**config.mk**
```make
export PLATFORM = sky130hd
export DESIGN_NAME = sees_top
export DESIGN_NICKNAME = d
export VERILOG_FILES = /design/src/logic/sees_pkg.sv /design/src/logic/sees_edge_sync.sv /design/src/logic/sees_top.sv
export VERILOG_INCLUDE_DIRS = /design/src /design/src/logic
export SDC_FILE = /design/constraint.sdc
export NUM_CORES = 1
export LEC_CHECK = 0
export BUFFER_PORTS_ARGS = -buffer_cell sky130_fd_sc_hd__buf_2
export CORE_MARGIN = 5
export CORE_UTILIZATION = 45
export CTS_BUF_LIST = sky130_fd_sc_hd__clkbuf_16
export DETAILED_ROUTE_END_ITERATION = 7
export GPL_ROUTABILITY_DRIVEN = 0
export GPL_TIMING_DRIVEN = 0
export PLACE_DENSITY = 0.63
export SYNTH_ARGS = -nofsm -noshare
export SYNTH_HDL_FRONTEND = slang
export SYNTH_SLANG_ARGS = --single-unit
```
**constraint.sdc**
```tcl
create_clock -name core_clk -period 4.65 [get_ports core_clk]
set_input_delay 0.2325 -clock core_clk [delete_from_list [all_inputs] [get_ports core_clk]]
set_output_delay 0.2325 -clock core_clk [all_outputs]
set_load 0.005 [all_outputs]
```
**src/logic/sees_map.svh**
```systemverilog
// Register indices, field positions and reset values of the block
`ifndef SEES_MAP_SVH
`define SEES_MAP_SVH

// ----------------------------------------------------------------------
// Register indices (byte address is four times the index)
// ----------------------------------------------------------------------
`define SEES_IDX_ST_A 10'h012
`define SEES_IDX_ST_B 10'h013
`define SEES_IDX_ST_C 10'h014
`define SEES_IDX_ST_D 10'h015
`define SEES_IDX_EN_A 10'h018
`define SEES_IDX_EN_B 10'h019
`define SEES_IDX_EN_C 10'h01a
`define SEES_IDX_EN_D 10'h01b
`define SEES_IDX_EDGE 10'h01c
`define SEES_IDX_IRQ_STS 10'h020
`define SEES_IDX_IRQ_MASK 10'h021

// ----------------------------------------------------------------------
// Field positions
// ----------------------------------------------------------------------
`define SEES_EDGE_W 6
`define SEES_IRQ_W 7
`define SEES_IRQ_GROUP_BIT 6
`define SEES_PIN_GPIO_21 5'd1
`define SEES_PIN_GPIO_22 5'd2
`define SEES_PIN_GPIO_60 5'd3
`define SEES_PIN_GPIO_41 5'd12
`define SEES_PIN_GPIO_43 5'd14
`define SEES_PIN_GPIO_61 5'd15
`define SEES_FAN_BIT 5

// ----------------------------------------------------------------------
// Reset values
// ----------------------------------------------------------------------
`define SEES_EN_RST 8'h00
`define SEES_ST_RST 8'h00
`define SEES_EDGE_RST 6'h00
`define SEES_IRQ_STS_RST 7'h00
`define SEES_IRQ_MASK_RST 7'h00

`endif

```
**src/logic/sees_pkg.sv**
```systemverilog
// Shared types of the event enable and edge status block
package sees_pkg;

    // ------------------------------------------------------------------
    // Types
    // ------------------------------------------------------------------
    typedef logic [7:0] sees_byte_t;
    typedef logic [9:0] sees_idx_t;

    // Source groups, one enable and one status register each
    typedef enum logic [1:0] {
        SEES_GRP_A = 2'b00,
        SEES_GRP_B = 2'b01,
        SEES_GRP_C = 2'b10,
        SEES_GRP_D = 2'b11
    } sees_grp_e;

    localparam int SEES_NUM_GRP = 4;

endpackage : sees_pkg

```
**src/logic/sees_edge_sync.sv**
```systemverilog
// Two-stage pin synchroniser with either-edge detection
`timescale 1ns/1ps

module sees_edge_sync #(
    parameter int WIDTH = 32
) (
    input wire logic core_clk,
    input wire logic nrst,
    input wire logic [WIDTH-1:0] pins,
    output logic [WIDTH-1:0] edges
);

    logic [WIDTH-1:0] stage1;
    logic [WIDTH-1:0] stage2;
    logic [WIDTH-1:0] prev;
    logic [2:0] primed;

    // ------------------------------------------------------------------
    // Synchroniser and history
    // ------------------------------------------------------------------
    always_ff @(posedge core_clk or negedge nrst) begin
        if (!nrst) begin
            stage1 <= '0;
            stage2 <= '0;
            prev <= '0;
            primed <= 3'h0;
        end else begin
            stage1 <= pins;
            stage2 <= stage1;
            prev <= stage2;
            primed <= {primed[1:0], 1'b1};
        end
    end

    // Masked until history is filled, so a pin high at reset is no edge
    assign edges = (stage2 ^ prev) & {WIDTH{primed[2]}};

endmodule : sees_edge_sync

```
**src/logic/sees_top.sv**
```systemverilog
// Event source enable, per-source status and edge status with APB access
//
// Notes on behaviour
// Enable group A at 0x18 gates gpio_20..27 (gpio_60 at bit 3) to group.
// Enable group B at 0x19 gates gpio_30..33,41,fan,43,61 to group.
// Enable group C at 0x1A gates gpio_50 to gpio_57 onto group output.
// Enable group D at 0x1B gates gpio_10 to gpio_17 onto source bus.
// Source bus bit high only when its status and enable are both one.
// Edge status at 0x1C; writing one clears bits 5..0, zero keeps them.
// Edge status bit 0 sets on either edge of gpio_21, sticky.
// Edge status bit 1 sets on either edge of gpio_22.
// Edge status bit 2 sets on either edge of gpio_41.
// Edge status bit 3 sets on either edge of gpio_43.
// Edge status bit 4 sets on either edge of gpio_60.
// Edge status bit 5 sets on either edge of gpio_61.
// Edge status bits 7 and 6 always read zero.
// Each enable bit has a latched status bit, cleared by writing one.
// Group output active while any set status in groups A to C has its enable set.
// Pins synchronised, edge when two synchronised samples differ.
`timescale 1ns/1ps
`include "sees_map.svh"

module sees_top (
    input wire logic core_clk,
    input wire logic nrst,
    // APB slave
    input wire logic psel,
    input wire logic penable,
    input wire logic pwrite,
    input wire logic [11:0] paddr,
    input wire logic [31:0] pwdata,
    output logic [31:0] prdata,
    output logic pready,
    output logic pslverr,
    // Event sources
    input wire logic [7:0] gpioGroupA,
    input wire logic [6:0] gpioGroupB,
    input wire logic fanSpeedPulseInput,
    input wire logic [7:0] gpioGroupC,
    input wire logic [7:0] gpioGroupD,
    // Outputs
    output logic groupMgmtIrqN,
    output logic [7:0] sourceEventBus,
    output logic irq
);

    // ------------------------------------------------------------------
    // Storage
    // ------------------------------------------------------------------
    sees_pkg::sees_byte_t enable [sees_pkg::SEES_NUM_GRP];
    sees_pkg::sees_byte_t srcStatus [sees_pkg::SEES_NUM_GRP];
    logic [`SEES_EDGE_W-1:0] edgeStatus;
    logic [`SEES_IRQ_W-1:0] irqStatus;
    logic [`SEES_IRQ_W-1:0] irqMask;

    // Next values are formed combinationally so the flopped outputs can
    // follow the registers at the same edge, with no cycle of lag
    sees_pkg::sees_byte_t next_enable [sees_pkg::SEES_NUM_GRP];
    sees_pkg::sees_byte_t next_srcStatus [sees_pkg::SEES_NUM_GRP];
    logic [`SEES_EDGE_W-1:0] next_edgeStatus;
    logic [`SEES_IRQ_W-1:0] next_irqStatus;
    logic [`SEES_IRQ_W-1:0] next_irqMask;

    // ------------------------------------------------------------------
    // Pin synchronisation and edge detection
    // ------------------------------------------------------------------
    wire [7:0] groupBPins;
    wire [31:0] allPins;
    wire [31:0] pinEdges;

    // Fan tachometer sits at bit 5 of group B
    assign groupBPins = {gpioGroupB[6:5], fanSpeedPulseInput,
                         gpioGroupB[4:0]};
    // One flat vector keeps pin order equal to status bit order, so
    // group g owns bits g*8 upward
    assign allPins = {gpioGroupD, gpioGroupC, groupBPins, gpioGroupA};

    // Group D shares the synchroniser although it only feeds the bus
    sees_edge_sync #(
        .WIDTH(32)
    ) u_sync (
        .core_clk(core_clk),
        .nrst(nrst),
        .pins(allPins),
        .edges(pinEdges)
    );

    // ------------------------------------------------------------------
    // APB decode
    // ------------------------------------------------------------------
    wire [9:0] regIdx;
    wire aligned;
    wire setupPhase;
    wire accessDone;
    wire wrAcc;
    wire rdAcc;
    wire [3:0] hitSt;
    wire [3:0] hitEn;
    wire hitEdge;
    wire hitIrqSts;
    wire hitIrqMask;
    wire mapped;

    // Only whole aligned words decode; data sits in the low byte lane
    assign regIdx = paddr[11:2];
    assign aligned = (paddr[1:0] == 2'h0);
    assign setupPhase = psel & ~penable;
    // pready comes from this block, so completion is our own edge
    assign accessDone = psel & penable & pready;
    assign wrAcc = accessDone & pwrite;
    assign rdAcc = accessDone & ~pwrite;

    assign hitSt[0] = aligned & (regIdx == `SEES_IDX_ST_A);
    assign hitSt[1] = aligned & (regIdx == `SEES_IDX_ST_B);
    assign hitSt[2] = aligned & (regIdx == `SEES_IDX_ST_C);
    assign hitSt[3] = aligned & (regIdx == `SEES_IDX_ST_D);
    assign hitEn[0] = aligned & (regIdx == `SEES_IDX_EN_A);
    assign hitEn[1] = aligned & (regIdx == `SEES_IDX_EN_B);
    assign hitEn[2] = aligned & (regIdx == `SEES_IDX_EN_C);
    assign hitEn[3] = aligned & (regIdx == `SEES_IDX_EN_D);
    assign hitEdge = aligned & (regIdx == `SEES_IDX_EDGE);
    assign hitIrqSts = aligned & (regIdx == `SEES_IDX_IRQ_STS);
    assign hitIrqMask = aligned & (regIdx == `SEES_IDX_IRQ_MASK);
    assign mapped = (|hitSt) | (|hitEn) | hitEdge | hitIrqSts | hitIrqMask;

    // ------------------------------------------------------------------
    // Per-group enable and latched source status
    // ------------------------------------------------------------------
    sees_pkg::sees_byte_t rdEn [sees_pkg::SEES_NUM_GRP];
    sees_pkg::sees_byte_t rdSt [sees_pkg::SEES_NUM_GRP];
    sees_pkg::sees_byte_t pending [sees_pkg::SEES_NUM_GRP];

    genvar g;
    generate
        for (g = 0; g < sees_pkg::SEES_NUM_GRP; g = g + 1) begin : gen_grp
            wire [7:0] grpEdges;
            wire [7:0] clrMask;

            assign grpEdges = pinEdges[g*8 +: 8];
            assign clrMask = {8{wrAcc & hitSt[g]}} & pwdata[7:0];

            // Disabling a source drops its output at the same edge
            assign next_enable[g] = (wrAcc & hitEn[g]) ? pwdata[7:0]
                                                         : enable[g];
            // A new event in the clearing cycle survives the clear
            assign next_srcStatus[g] = (srcStatus[g] & ~clrMask)
                                       | grpEdges;
            assign pending[g] = next_srcStatus[g] & next_enable[g];

            assign rdEn[g] = {8{hitEn[g]}} & enable[g];
            assign rdSt[g] = {8{hitSt[g]}} & srcStatus[g];

            always_ff @(posedge core_clk or negedge nrst) begin
                if (!nrst) begin
                    enable[g] <= `SEES_EN_RST;
                    srcStatus[g] <= `SEES_ST_RST;
                end else begin
                    enable[g] <= next_enable[g];
                    srcStatus[g] <= next_srcStatus[g];
                end
            end
        end
    endgenerate

    // ------------------------------------------------------------------
    // Group interrupt and source bus
    // ------------------------------------------------------------------
    wire nextGroupActive;
    wire next_groupMgmtIrqN;
    wire groupRise;
    wire [7:0] nextSourceBus;

    // Group D feeds only the source bus, not the group output
    assign nextGroupActive = |(pending[sees_pkg::SEES_GRP_A]
                               | pending[sees_pkg::SEES_GRP_B]
                               | pending[sees_pkg::SEES_GRP_C]);
    assign nextSourceBus = pending[sees_pkg::SEES_GRP_D];
    assign groupRise = nextGroupActive & groupMgmtIrqN;
    // Active low at the pin, so the flop resets to the idle high level
    assign next_groupMgmtIrqN = ~nextGroupActive;

    // ------------------------------------------------------------------
    // Edge status
    // ------------------------------------------------------------------
    wire [`SEES_EDGE_W-1:0] edgeSet;
    wire [`SEES_EDGE_W-1:0] edgeClr;

    // Pin feeding each edge status bit, lowest bit first
    localparam int EDGE_PIN [`SEES_EDGE_W] = '{
        `SEES_PIN_GPIO_21,
        `SEES_PIN_GPIO_22,
        `SEES_PIN_GPIO_41,
        `SEES_PIN_GPIO_43,
        `SEES_PIN_GPIO_60,
        `SEES_PIN_GPIO_61
    };

    // These pins also feed their own source status bits; both views
    // share one synchroniser so they never disagree about an edge
    genvar b;
    generate
        for (b = 0; b < `SEES_EDGE_W; b = b + 1) begin : gen_edge
            assign edgeSet[b] = pinEdges[EDGE_PIN[b]];
        end
    endgenerate

    assign edgeClr = {`SEES_EDGE_W{wrAcc & hitEdge}}
                     & pwdata[`SEES_EDGE_W-1:0];
    // Set wins over a clear in the same cycle, so no edge is lost
    assign next_edgeStatus = (edgeStatus & ~edgeClr) | edgeSet;

    // ------------------------------------------------------------------
    // Block interrupt status and mask
    // ------------------------------------------------------------------
    wire [`SEES_IRQ_W-1:0] irqEvents;
    wire [`SEES_IRQ_W-1:0] irqClr;
    wire next_irq;

    assign irqEvents = {groupRise, edgeSet};
    // Clear only what the read returned, so later events are kept
    assign irqClr = {`SEES_IRQ_W{rdAcc & hitIrqSts}}
                    & prdata[`SEES_IRQ_W-1:0];
    assign next_irqStatus = (irqStatus & ~irqClr) | irqEvents;
    assign next_irqMask = (wrAcc & hitIrqMask) ? pwdata[`SEES_IRQ_W-1:0]
                                               : irqMask;
    // Mask applied before the flop so irq and status agree every cycle
    assign next_irq = |(next_irqStatus & next_irqMask);

    // ------------------------------------------------------------------
    // Read data
    // ------------------------------------------------------------------
    wire [7:0] rdGroups;
    wire [7:0] rdEdge;
    wire [7:0] rdIrq;
    wire [31:0] readWord;

    // Unselected registers give zero, so an OR of all of them is the mux
    assign rdGroups = rdEn[0] | rdEn[1] | rdEn[2] | rdEn[3]
                      | rdSt[0] | rdSt[1] | rdSt[2] | rdSt[3];
    assign rdEdge = {8{hitEdge}} & {2'b00, edgeStatus};
    assign rdIrq = ({8{hitIrqSts}} & {1'b0, irqStatus})
                   | ({8{hitIrqMask}} & {1'b0, irqMask});
    assign readWord = {24'h000000, rdGroups | rdEdge | rdIrq};

    // ------------------------------------------------------------------
    // Registers
    // ------------------------------------------------------------------
    // No write path here: every change is formed in the next_ logic
    always_ff @(posedge core_clk or negedge nrst) begin
        if (!nrst) begin
            edgeStatus <= `SEES_EDGE_RST;
            irqStatus <= `SEES_IRQ_STS_RST;
            irqMask <= `SEES_IRQ_MASK_RST;
        end else begin
            edgeStatus <= next_edgeStatus;
            irqStatus <= next_irqStatus;
            irqMask <= next_irqMask;
        end
    end

    // Outputs follow the registers at the same edge
    always_ff @(posedge core_clk or negedge nrst) begin
        if (!nrst) begin
            groupMgmtIrqN <= 1'b1;
            sourceEventBus <= 8'h00;
            irq <= 1'b0;
        end else begin
            groupMgmtIrqN <= next_groupMgmtIrqN;
            sourceEventBus <= nextSourceBus;
            irq <= next_irq;
        end
    end

    // ------------------------------------------------------------------
    // APB response
    // ------------------------------------------------------------------
    wire next_pready;
    wire next_pslverr;
    wire loadRead;
    wire [31:0] next_prdata;

    // Answer in the first access cycle, so a master never waits on us
    assign next_pready = setupPhase;
    // Unaligned and unmapped addresses are refused, never aliased
    assign next_pslverr = setupPhase & ~mapped;
    assign loadRead = setupPhase & ~pwrite;
    // Writes return zero; read data is captured in setup and then held
    assign next_prdata = loadRead ? readWord
                         : (setupPhase ? 32'h00000000 : prdata);

    always_ff @(posedge core_clk or negedge nrst) begin
        if (!nrst) begin
            pready <= 1'b0;
            pslverr <= 1'b0;
            prdata <= 32'h00000000;
        end else begin
            pready <= next_pready;
            pslverr <= next_pslverr;
            prdata <= next_prdata;
        end
    end

endmodule : sees_top

```
# [After elaboration in Yosys (flattened, before gate mapping)]
# Index checks and enable logic that the tools add are counted.
[totals] memories=0 rom_bits=0 latchBits=0 ramBits=0 input_bits=81 elab_cells=137 register_bits=227 out_inout_bits=44
[op_classes] reduce_logical=6 n_lt_le_gt_ge=0 n_div=0 eq_ne=11 n_bitwise=92 multipliers=0 mux=7 shift=0 addsub=0
[ops] operator="$and A8 B8 Y8" n=20
[ops] operator="$or A8 B8 Y8" n=16
[ops] operator="$eq A10 B5 Y1 const B" n=9
[ops] operator="$mux W32" n=2
[ops] operator="$and A32 B32 Y32" n=1
[ops] operator="$mux W8" n=4
[ops] operator="$not A8 Y8" n=4
[ops] operator="$xor A32 B32 Y32" n=1
[ops] operator="$and A1 B1 Y1" n=30
[ops] operator="$and A7 B7 Y7" n=3
[ops] operator="$eq A10 B6 Y1 const B" n=2
[ops] operator="$and A8 B7 Y8" n=2
[ops] operator="$and A6 B6 Y6" n=2
[ops] operator="$and A8 B6 Y8" n=1
[ops] operator="$reduce_or A4 Y1" n=2
[ops] operator="$reduce_or A8 Y1" n=1
[ops] operator="$mux W7" n=1
[ops] operator="$not A7 Y7" n=1
[ops] operator="$or A7 B7 Y7" n=1
[ops] operator="$reduce_or A7 Y1" n=1
[ops] operator="$not A6 Y6" n=1
[ops] operator="$or A6 B6 Y6" n=1
[ops] operator="$not A1 Y1" n=4
[ops] operator="$or A1 B1 Y1" n=4
[ops] operator="2 further kinds" n=2

# [Longest topological paths before layout]
# Gate-level depths: netlist of the first run.
[depth] word_depth=16 depth_mapped=10 ltp_nobuf=7

# [By module]
# From an unflattened synthesis of the first run, not the netlist that was laid out.
[hier_totals] cells_unflattened=625 hier_area_um2=8281.7
[modules_own_cells] mod="sees_top" n_inst=1 seq_area_each_um2=2603.7 cells_per_inst=458 area_each_um2=5265.0
[modules_own_cells] mod="sees_edge_sync" n_inst=1 seq_area_each_um2=2477.4 cells_per_inst=167 area_each_um2=3016.6

# [Least setup slack after synthesis of the first run]
# No wires, ideal clock.
[synth_timing] kind="in2reg" from="in paddr[7]" to="reg irq" required_ns=4.521 slack_ns=1.480 arrival_time_ns=3.041 path_buffers=2 cell_stages=9 setup_ns=0.129 cell_sequence="or4b_1 > buf_2 > nor4_1 > clkbuf_1 > mux2_2 > a22o_1 > or4_4 > nor4_4 > o21bai_1"
[synth_rtl] element="start, declared" line_no="sees_top.sv:30" rtl="input wire logic [11:0] paddr,"
[synth_rtl] element="end signal, assigned" line_no="sees_top.sv:270" rtl="irq <= next_irq;"
[synth_rtl] element="end, declared" line_no="sees_top.sv:44" rtl="output logic irq"

==> results.md, run 1 <==
- Port buffer count: 74
- Worst EP required: 5.02 ns
- Syn Std Cell Area: 8360 sq um
- Maximum vdd ir drop: 0.000228 V
- Pre-antenna DRT Iters: 7
- Levels on crit path: 8
- Layout area overhead: 23.1%
- Arr. time, crit path: 3.95 ns
- Reg2Reg Setup Slack: 1.08 ns
- Hold Fails Final Rpt: 0
- CP startpoint: pready
- Logic pwr share: 5.6%
- Synth cell types: 64
- Initial antenna violation count: 0
- Later-pin clock latency in the skew report: 0.50 ns
- Ys Warns: 0
- Clock Skew: 0.00877 ns
- CTS sink cnt: 203
- Synth Flop Type: dfrtp_1
- Element type at the critical path end: flip-flop
- DR iter-0 viols: 705
- Yosys top cell by area: dfrtp_1
- Non-Filler Instances: 1,076
- Wirelength per Cell: 20.7 um
- Crit path largest cell delay: 0.62 ns
- Final setup vio count: 0
- Post-DRT Antenna Nets: 0
- Post-CTS sizing: 0
- WHS: 0.0287 ns
- Placed insts: 1,005
- Initial core utilization: 46.0%
- Register area: 5080 sq um
- Core area: 18,100 sq um
- Max Buffers Root-to-Sink: 3
- Drt via density: 5.74
- Reg2Reg Depth: 8
- CTS tree: yes
- Post-Route M1 WL: 9160 um
- Die Y: 146 um
- Worst path buffer plus inverter count: 1
- Synth Instances: 678
- Least-Margin Pin Slew: 1.30 ns
- Final min period: 3.57 ns
- H-tree depth: 1
- Clk pwr share: 48.1%
- Worst R2R End: irq
- Synth top area share: 60.5%
- Pint: 3.12 mW
- Dominant cells by area after synthesis: dfrtp_1, mux2_2, xor2_1
- Max transition margin: 12.9%
- Setup Fix Bufs, Post-CTS: 0
- Max-cap violations: 0
- Vias: 6,180
- Pin count of the biggest net entering global routing: 123
- Worst Hold Class: in -> reg
- Hold-fix buffer count after cts: 33
- GRT Overall Usage: 21.0%
- Max Freq: 280 MHz
- Status: finished, final reports clean
- Net Sw Power: 0.849 mW
- Drc violations: 0
- Top cells by instance count after synthesis: dfrtp_1, nand2_1, mux2_2, xor2_1, clkbuf_1
- Fill count: 1,521
- Critical path launch point type: flip-flop
- Top Layer Used: met4
- Setup TNS: 0 ns
- Critical Path Slowest Stage Cell: nor4_1
- Global-route wire length before repair: 35,600 um
- Synth async-reset ratio: 100%
- Worst-path fanout max: 10
- Worst-path clk slew: 0.06 ns
- Multi-input logic area: 3020 sq um
- Net Sw Frac: 21.4%
- TritonCTS buffer count: 22
- WS Path Type: reg -> reg
- Sequential share of the synthesized area: 60.8%
- RSZ-0062 raised after global routing: false
- Share of cells above drive strength 1: 23.1%
- Final wirelength: 22,300 um
- Root Driver: clkbuf_16
- Ant diodes: 0
- Register share of total power: 46.2%
- Standard-cell rows: 49
- #FFs+latches synth: 203
- DP HPWL: 15,500 um
- Overflow after GRT: 0
- Ports: 125
- Critical R2R Launch: pready
- P_leak: 4.57 nW
- Die W: 146 um
- Pins Over Slew Limit: 0
- CP delay by family, top: simple AND/OR/NAND/NOR gates
- Nets: 914
- Number of flops mapped to enable cells by yosys: 0
- Synthesized area per cell: 12.3 sq um
- PwrDens: 386 nW/um^2
- Cell breakdown of the critical path: nand4_1 -> nor4_1 -> clkbuf_1 -> mux2_2 -> a32o_1 -> or4_4 -> nor4_4 -> o21bai_1
- Worst Setup EP: irq
- Met3 routed WL: 2260 um
- Fin crit share: 76.8%
- Met2 wire length: 9900 um
- Die area: 21,400 sq um
- Count leader, synth: dfrtp_1
- Number of global-route vias before repair: 6,309
==> stage by stage <==
step	total power [mW]	area [sq um]	setup slack [ns]	util, %
after floorplan	1.96	8440	1.48	-
after global placement	2.06	9100	0.154	50.1
after detailed placement	2.07	9140	0.586	50.3
after CTS	4.01	10300	0.999	56.6
after global routing	4.12	10300	0.898	56.7
final	3.97	10300	1.08	56.7
==> kinds of logic (layout without fill, tap and decap cells) <==
family | count (synthesis) | after routing | share of synthesized area [%]
DFF | 203 | 203 | 60.8
and+or+nand+nor | 184 | 184 | 12.1
other | 2 | 25 | 0.0899
xor gates and xnor gates | 32 | 32 | 3.35
AOI/OAI and AO/OA | 149 | 149 | 13.6
buffers and inverters | 66 | 212 | 4.33
muxes | 42 | 42 | 5.66
==> worst min-delay path by stage <==
stage	end	depth (start not counted)	startpoint
after floorplan	edgeStatus[0]	0	nrst
after global placement	u_sync.stage2[15]	0	u_sync.stage1[15]
after detailed placement	u_sync.primed[2]	0	u_sync.primed[1]
after CTS	enable[10]	2	pwdata[2]
after global routing	enable[13]	2	pwdata[5]
final	enable[10]	2	pwdata[2]
==> cells in the final DEF (no fill, tap or decap), drive strengths merged, types with 5 or more instances in the layout <==
cell / count
buf: 106
nand4: 9
nor4: 11
mux2: 42
and2: 22
a221oi: 9
a31oi: 9
a21oi: 15
clkinv: 5
a21o: 15
nor2: 21
conb: 25
dfrtp: 202
nand3: 21
dlygate4sd3: 33
a32oi: 5
nand2: 67
clkbuf: 49
o21ai: 7
bufinv: 6
a22o: 18
inv: 12
a22oi: 25
a21boi: 6
nor3: 6
o211ai: 5
xor2: 32
==> layout make-up <==
cell class / count / share of cell area [%]
buffer: 57 / 3.19
clock buffer: 23 / 5.59
clock inverter: 15 / 2.15
inverter: 9 / 0.328
multi-input combinational: 432 / 29.4
sequential: 203 / 49.4
tap: 229 / 2.79
timing repair buffer: 108 / 7.18
==> worst register-to-register path: cells and delay by family, from the launching register on <==
family | cells | cell delay (ns)
buffers and inverters | 1 | 0.55
muxes | 1 | 0.42
DFF | 1 | 0.38
and+or+nand+nor | 4 | 1.75
AOI/OAI and AO/OA | 2 | 0.34
==> power groups by stage <==
stage / Clock [mW] / Combinational (mW) / Sequential (mW)
final: 1.91 / 0.224 / 1.84
after CTS: 1.95 / 0.223 / 1.84
after floorplan: 0 / 0.0957 / 1.86
after global placement: 0 / 0.193 / 1.87
after detailed placement: 0 / 0.200 / 1.87
after global routing: 2.03 / 0.249 / 1.84
==> routing by layer <==
layer / vias to the layer above / global-route usage, %
li1: 2721 / -
met1: 3040 / 29.4
met2: 359 / 31.7
met3: 60 / 5.11
met4: 0 / 8.56
met5: - / 0
==> flip-flops by register name, indices dropped and copies added, names as in the netlist, 3 cells and up <==
register        cells
prdata              8
irqMask             7
u_sync.primed       3
u_sync.prev        32
irqStatus           7
enable             32
u_sync.stage2      32
u_sync.stage1      32
sourceEventBus      8
srcStatus          32
edgeStatus          6
(Power assumes the default switching activity.)
==> run 2: changes to the inputs <==
==> constraint.sdc (replaced) <==
create_clock -name core_clk -period 3.67 [get_ports core_clk]
set_input_delay 0.1835 -clock core_clk [delete_from_list [all_inputs] [get_ports core_clk]]
set_output_delay 0.1835 -clock core_clk [all_outputs]
set_load 0.005 [all_outputs]
==> run 2 against run 1 <==
Compared with the run above:
- die area did not move
- non-clock buffer count is 2 higher
- global-route usage barely moved
- sequential cell count unchanged
- hold slack worse by 0.0053 ns
- via count decreased by 0.13%
- register-to-register slack got worse by 0.80 ns
- worst setup slack lost 0.80 ns
- utilization is 0.12 points higher
- critical path type unchanged
==> results.md, run 2 (synthesis results as in run 1) <==
- P_leak: 4.58 nW (+0.26%)
- Critical R2R Launch: pready
- Final setup vio count: 0 (unchanged)
- Setup Fix Bufs, Post-CTS: 0 (unchanged)
- Share of cells above drive strength 1: 23.2% (+0.063 points)
- WS Path Type: reg -> reg
- Max Buffers Root-to-Sink: 3 (unchanged)
- CP startpoint: pready
- Reg2Reg Depth: 8 (unchanged)
- Core area: 18,100 sq um (unchanged)
- Die Y: 146 um (unchanged)
- Worst path buffer plus inverter count: 1 (unchanged)
- Worst slack at placement: -0.345 ns (-0.931 ns)
- Vias: 6,172 (-0.13%)
- Multi-input logic area: 3020 sq um (unchanged)
- Levels on crit path: 8 (unchanged)
- Standard-cell rows: 49 (unchanged)
- Fin crit share: 92.4% (+16 points)
- Worst-path clk slew: 0.06 ns (about the same)
- CP delay by family, top: simple AND/OR/NAND/NOR gates
- Drt via density: 5.73 (-0.31%)
- Later-pin clock latency in the skew report: 0.50 ns (about the same)
- Die W: 146 um (unchanged)
- Non-Filler Instances: 1,078 (+0.19%)
- Placed insts: 1,005 (unchanged)
- Drc violations: 0 (unchanged)
- Hold Fails Final Rpt: 0 (unchanged)
- Nets: 916 (+0.22%)
- Die area: 21,400 sq um (unchanged)
- CTS tree: yes
- Arr. time, crit path: 3.76 ns (-0.19 ns)
- Maximum vdd ir drop: 0.000289 V (+27%)
- Global-route wire length before repair: 35,600 um (unchanged)
- Initial antenna violation count: 0 (unchanged)
- Pin count of the biggest net entering global routing: 123 (unchanged)
- Most frequent cells in the layout: dfrtp_1, buf_2, nand2_1
- Max transition margin: 9.76% (-3.2 points)
- Final min period: 3.39 ns (-0.183 ns)
- Reg2Reg Setup Slack: 0.28 ns (-0.80 ns)
- GRT Overall Usage: 21.0% (about the same)
- Clock Skew: 0.0117 ns (+0.00292 ns)
- CTS sink cnt: 203 (unchanged)
- Pre-antenna DRT Iters: 6 (-1)
- Post-DRT Antenna Nets: 0 (unchanged)
- TritonCTS buffer count: 22 (unchanged)
- Critical Path Slowest Stage Cell: nor4_1
- Ports: 125 (unchanged)
- Worst Hold Class: in -> reg
- Fin worst setup slack: 0.280 ns (-0.797 ns)
- Port buffer count: 74 (unchanged)
- Fill count: 1,520 (-0.066%)
- Overflow after GRT: 0 (unchanged)
- Final core utilization: 56.8% (+0.12 points)
- Placed Area: 9140 sq um (unchanged)
- Worst-path fanout max: 10 (unchanged)
- Register area: 5080 sq um (unchanged)
- Number of global-route vias before repair: 6,322 (+0.21%)
- Design Area, Final: 10,300 sq um (+0.21%)
- Least-Margin Pin Slew: 1.34 ns (+0.0472 ns)
- Final wirelength: 22,200 um (about the same)
- Most common cell after layout, fill and taps aside: dfrtp_1
- Wirelength per Cell: 20.6 um (-0.23%)
- Crit path largest cell delay: 0.60 ns (-0.02 ns)
- Layout area overhead: 23.4%
- PwrDens: 488 nW/um^2 (+26%)
- H-tree depth: 1 (unchanged)
- Ant diodes: 0 (unchanged)
- DR iter-0 viols: 628 (-11%)
- Initial core utilization: 46.0% (unchanged)
- Worst Setup EP: irq
- Pins Over Slew Limit: 0 (unchanged)
- Element type at the critical path end: flip-flop
- Critical path launch point type: flip-flop
- RSZ-0062 raised after global routing: false
- Status: finished, final reports clean
- Max-cap violations: 0 (unchanged)
- DP HPWL: 15,500 um (unchanged)
- Root Driver: clkbuf_16
- Cell breakdown of the critical path: nand4_1 -> nor4_1 -> clkbuf_2 -> mux2_2 -> a22o_1 -> or4_4 -> nor4_4 -> o21bai_1
- Worst R2R End: irq
- Max Freq: 295 MHz (+5.4%)
- Worst EP required: 4.04 ns (-0.98 ns)
## run 2: repair_timing
item	in CTS	in global routing
hold buffers	35	0
gates resized for setup	0	2
hold endpoints to repair	155	0
setup endpoints to repair	0	2
## run 2: final cells by class
class	count	share of cell area (%)
flip-flops and latches	203	49.3
multi-input cells	432	29.3
repair buffers	110	7.36
clock buffers	23	5.58
plain buffers	57	3.19
well taps	229	2.78
clock inverters	15	2.15
inverters	9	0.328
## run 2: how the worst min path moves through the flow
| stage | from | to | slack [ns] | depth (start not counted) |
|---|---|---|---|---|
| 6_report | pwdata[0] | srcStatus[8] | 0.02 | 2 |
| 4_1_cts | pwdata[0] | srcStatus[8] | 0.004 | 2 |
| 2_1_floorplan | nrst | edgeStatus[0] | -0.11 | 0 |
| 3_3_place_gp | gpioGroupB[6] | u_sync.stage1[15] | 0.29 | 1 |
| 3_5_place_dp | gpioGroupD[7] | u_sync.stage1[31] | 0.29 | 1 |
| 5_1_grt | pwdata[0] | srcStatus[8] | 0.04 | 2 |
## run 2: power by group
part,internal (mW),switching (mW),total [mW]
combinational,0.112,0.173,0.285
clock,1.55,0.872,2.42
sequential,2.30,0.0279,2.33
total,3.96,1.07,5.03
## run 2: stage by stage
stage	power, mW	TNS (ns)	hold WS (ns)
3_3_place_gp	2.61	-153.68	0.291
3_5_place_dp	2.62	-0.866	0.293
2_1_floorplan	2.48	0	-0.112
5_1_grt	5.22	0	0.0378
4_1_cts	5.08	0	0.00444
6_report	5.03	0	0.0234
## run 2: metal layers
metal / vias to the layer above / part of all wire [%] / wire (um) / GRT usage, %
met5: - / 0 / 0 / 0
met4: 0 / 4.2 / 931 / 8.56
met3: 60 / 9.7 / 2150 / 5.11
met2: 361 / 44 / 9860 / 31.7
met1: 3019 / 42 / 9300 / 29.3
li1: 2732 / - / - / -
==> run 3: changes to the inputs <==
--- a/config.mk
+++ b/config.mk
@@ -13,7 +13,7 @@
 export DETAILED_ROUTE_END_ITERATION = 7
 export GPL_ROUTABILITY_DRIVEN = 0
 export GPL_TIMING_DRIVEN = 0
-export PLACE_DENSITY = 0.63
+export PLACE_DENSITY = 0.7
 export SYNTH_ARGS = -nofsm -noshare
 export SYNTH_HDL_FRONTEND = slang
 export SYNTH_SLANG_ARGS = --single-unit
==> run 3 against run 2 <==
Compared with the run above:
- die area unchanged
- clock-buffer cell count unchanged
- sequential power about the same
- worst setup slack got worse by 0.022 ns
- clock skew decreased by 0.0024 ns
- non-clock buffer count increased by 2
==> results.md, run 3 (synthesis results as in run 1) <==
- Placed insts: 1,005 (unchanged)
- Initial core utilization: 46.0% (unchanged)
- WS Path Type: reg -> reg
- Crit path largest cell delay: 0.60 ns (about the same)
- Nets: 918 (+0.22%)
- Fill count: 1,551 (+2.0%)
- CP delay by family, top: simple AND/OR/NAND/NOR gates
- Design Area, Final: 10,200 sq um (-1.3%)
- Element type at the critical path end: flip-flop
- Layout area overhead: 21.8%
- Hold Fails Final Rpt: 0 (unchanged)
- Max Buffers Root-to-Sink: 3 (unchanged)
- Die Y: 146 um (unchanged)
- GRT Overall Usage: 20.0% (-0.99 points)
- CTS tree: yes
- Core area: 18,100 sq um (unchanged)
- Port buffer count: 74 (unchanged)
- Wirelength per Cell: 19.8 um (-3.9%)
- Cell breakdown of the critical path: nand4_1 -> nor4_1 -> clkbuf_2 -> mux2_2 -> a32o_1 -> or4_4 -> nor4_4 -> o21bai_1
- Share of cells above drive strength 1: 22.3% (-0.90 points)
- Initial antenna violation count: 0 (unchanged)
- Post-DRT Antenna Nets: 0 (unchanged)
- Pins Over Slew Limit: 0 (unchanged)
- Max-cap violations: 0 (unchanged)
- Global-route wire length before repair: 34,100 um (-4.1%)
- Met2 GRT Util: 29.9% (-1.8 points)
- Worst EP required: 4.03 ns (about the same)
- Standard-cell rows: 49 (unchanged)
- DP HPWL: 14,900 um (-3.4%)
- Clock Skew: 0.00927 ns (-0.00242 ns)
- Met1 GRT Util: 28.2% (-1.1 points)
- Pre-antenna DRT Iters: 7 (+1)
- Ports: 125 (unchanged)
- Critical Path Slowest Stage Cell: nor4_1
- Worst path buffer plus inverter count: 1 (unchanged)
- Pin count of the biggest net entering global routing: 106 (-14%)
- Most Crowded Layer GR: met2
- Status: finished, final reports clean
- Worst-path fanout max: 10 (unchanged)
- Placed Area: 9140 sq um (about the same)
- PwrDens: 455 nW/um^2 (-6.7%)
- Die area: 21,400 sq um (unchanged)
- Met3 usage: 5.21% (+0.093 points)
- Drc violations: 0 (unchanged)
- Root Driver: clkbuf_16
- Overflow after GRT: 0 (unchanged)
- Number of global-route vias before repair: 6,039 (-4.5%)
- Final setup vio count: 0 (unchanged)
- TritonCTS buffer count: 22 (unchanged)
- Non-Filler Instances: 1,081 (+0.28%)
- Maximum vdd ir drop: 0.000402 V (+39%)
- Max transition margin: 4.82% (-4.9 points)
- Most frequent cells in the layout: dfrtp_1, buf_2, nand2_1
- Least-Margin Pin Slew: 1.41 ns (+0.0715 ns)
- Setup Fix Bufs, Post-CTS: 0 (unchanged)
- Die W: 146 um (unchanged)
- Critical path launch point type: flip-flop
- Ant diodes: 0 (unchanged)
- CP startpoint: pready
- WHS: 0.0682 ns (+0.0448 ns)
- Critical R2R Launch: pready
- Later-pin clock latency in the skew report: 0.50 ns (about the same)
- Drt via density: 5.61 (-2.1%)
- Max Freq: 293 MHz (-0.64%)
- Worst hold start: pwdata[1]
- Fin crit share: 93.0% (+0.60 points)
- P_leak: 4.52 nW (-1.3%)
- H-tree depth: 1 (unchanged)
- Vias: 6,062 (-1.8%)
- Arr. time, crit path: 3.78 ns (+0.02 ns)
- Worst Hold Class: in -> reg
- RSZ-0062 raised after global routing: false
- DR iter-0 viols: 579 (-7.8%)
- Final min period: 3.41 ns (+0.0218 ns)
- Worst-path clk slew: 0.06 ns (about the same)
- Most common cell after layout, fill and taps aside: dfrtp_1
- Final wirelength: 21,400 um (-3.7%)
- CTS sink cnt: 203 (unchanged)
[run 3: through the flow]
stage	utilization (%)	setup slack (ns)	power [mW]	setup TNS, ns
floorplan	-	0.549	2.48	0
global placement	50.1	-0.865	2.61	-171.28
detailed placement	50.4	-0.339	2.62	-0.826
CTS	56.0	0.0807	4.68	0
global route	56.1	0.129	4.82	0
finish	56.1	0.258	4.63	0
[run 3: cell type report]
cell class | count | area, sq um | share of cell area (%)
Clock inverter | 16 | 87.6 | 0.861
Clock buffer | 23 | 576 | 5.66
Buffer | 57 | 329 | 3.23
Tap cell | 229 | 287 | 2.82
Inverter | 9 | 33.8 | 0.332
Sequential cell | 203 | 5080 | 49.9
Multi-Input combinational cell | 432 | 3000 | 29.5
Timing Repair Buffer | 112 | 776 | 7.63
[run 3: where the power goes]
group	total (mW)	switching (mW)	leakage (nW)	internal, mW
Sequential	2.33	0.0275	2.36	2.30
Combinational	0.283	0.170	1.80	0.113
Clock	2.02	0.834	0.357	1.19
Total	4.63	1.03	4.52	3.60
[run 3: what timing repair did]
action	CTS	global route
hold endpoints to repair	133	0
endpoints found under the setup margin	0	1
hold buffers	36	0
resized for setup	0	2
[run 3: final timing paths]
| kind | cells after the start | slack (ns) | to |
|---|---|---|---|
| worst max register to register | 8 | 0.26 | irq |
| worst max-delay path | 8 | 0.26 | irq |
| max in group asynchronous | 3 | 2.40 | groupMgmtIrqN |
| min in group asynchronous | 2 | 0.33 | u_sync.stage1[17] |
| worst min-delay path | 2 | 0.07 | enable[25] |
| worst min register to register | 0 | 0.35 | u_sync.stage2[8] |
[run 3: layer usage]
metal	wire, um	vias to the layer above
met4	848	0
met5	0	-
met2	9310	337
li1	-	2738
met1	9080	2920
met3	2180	67
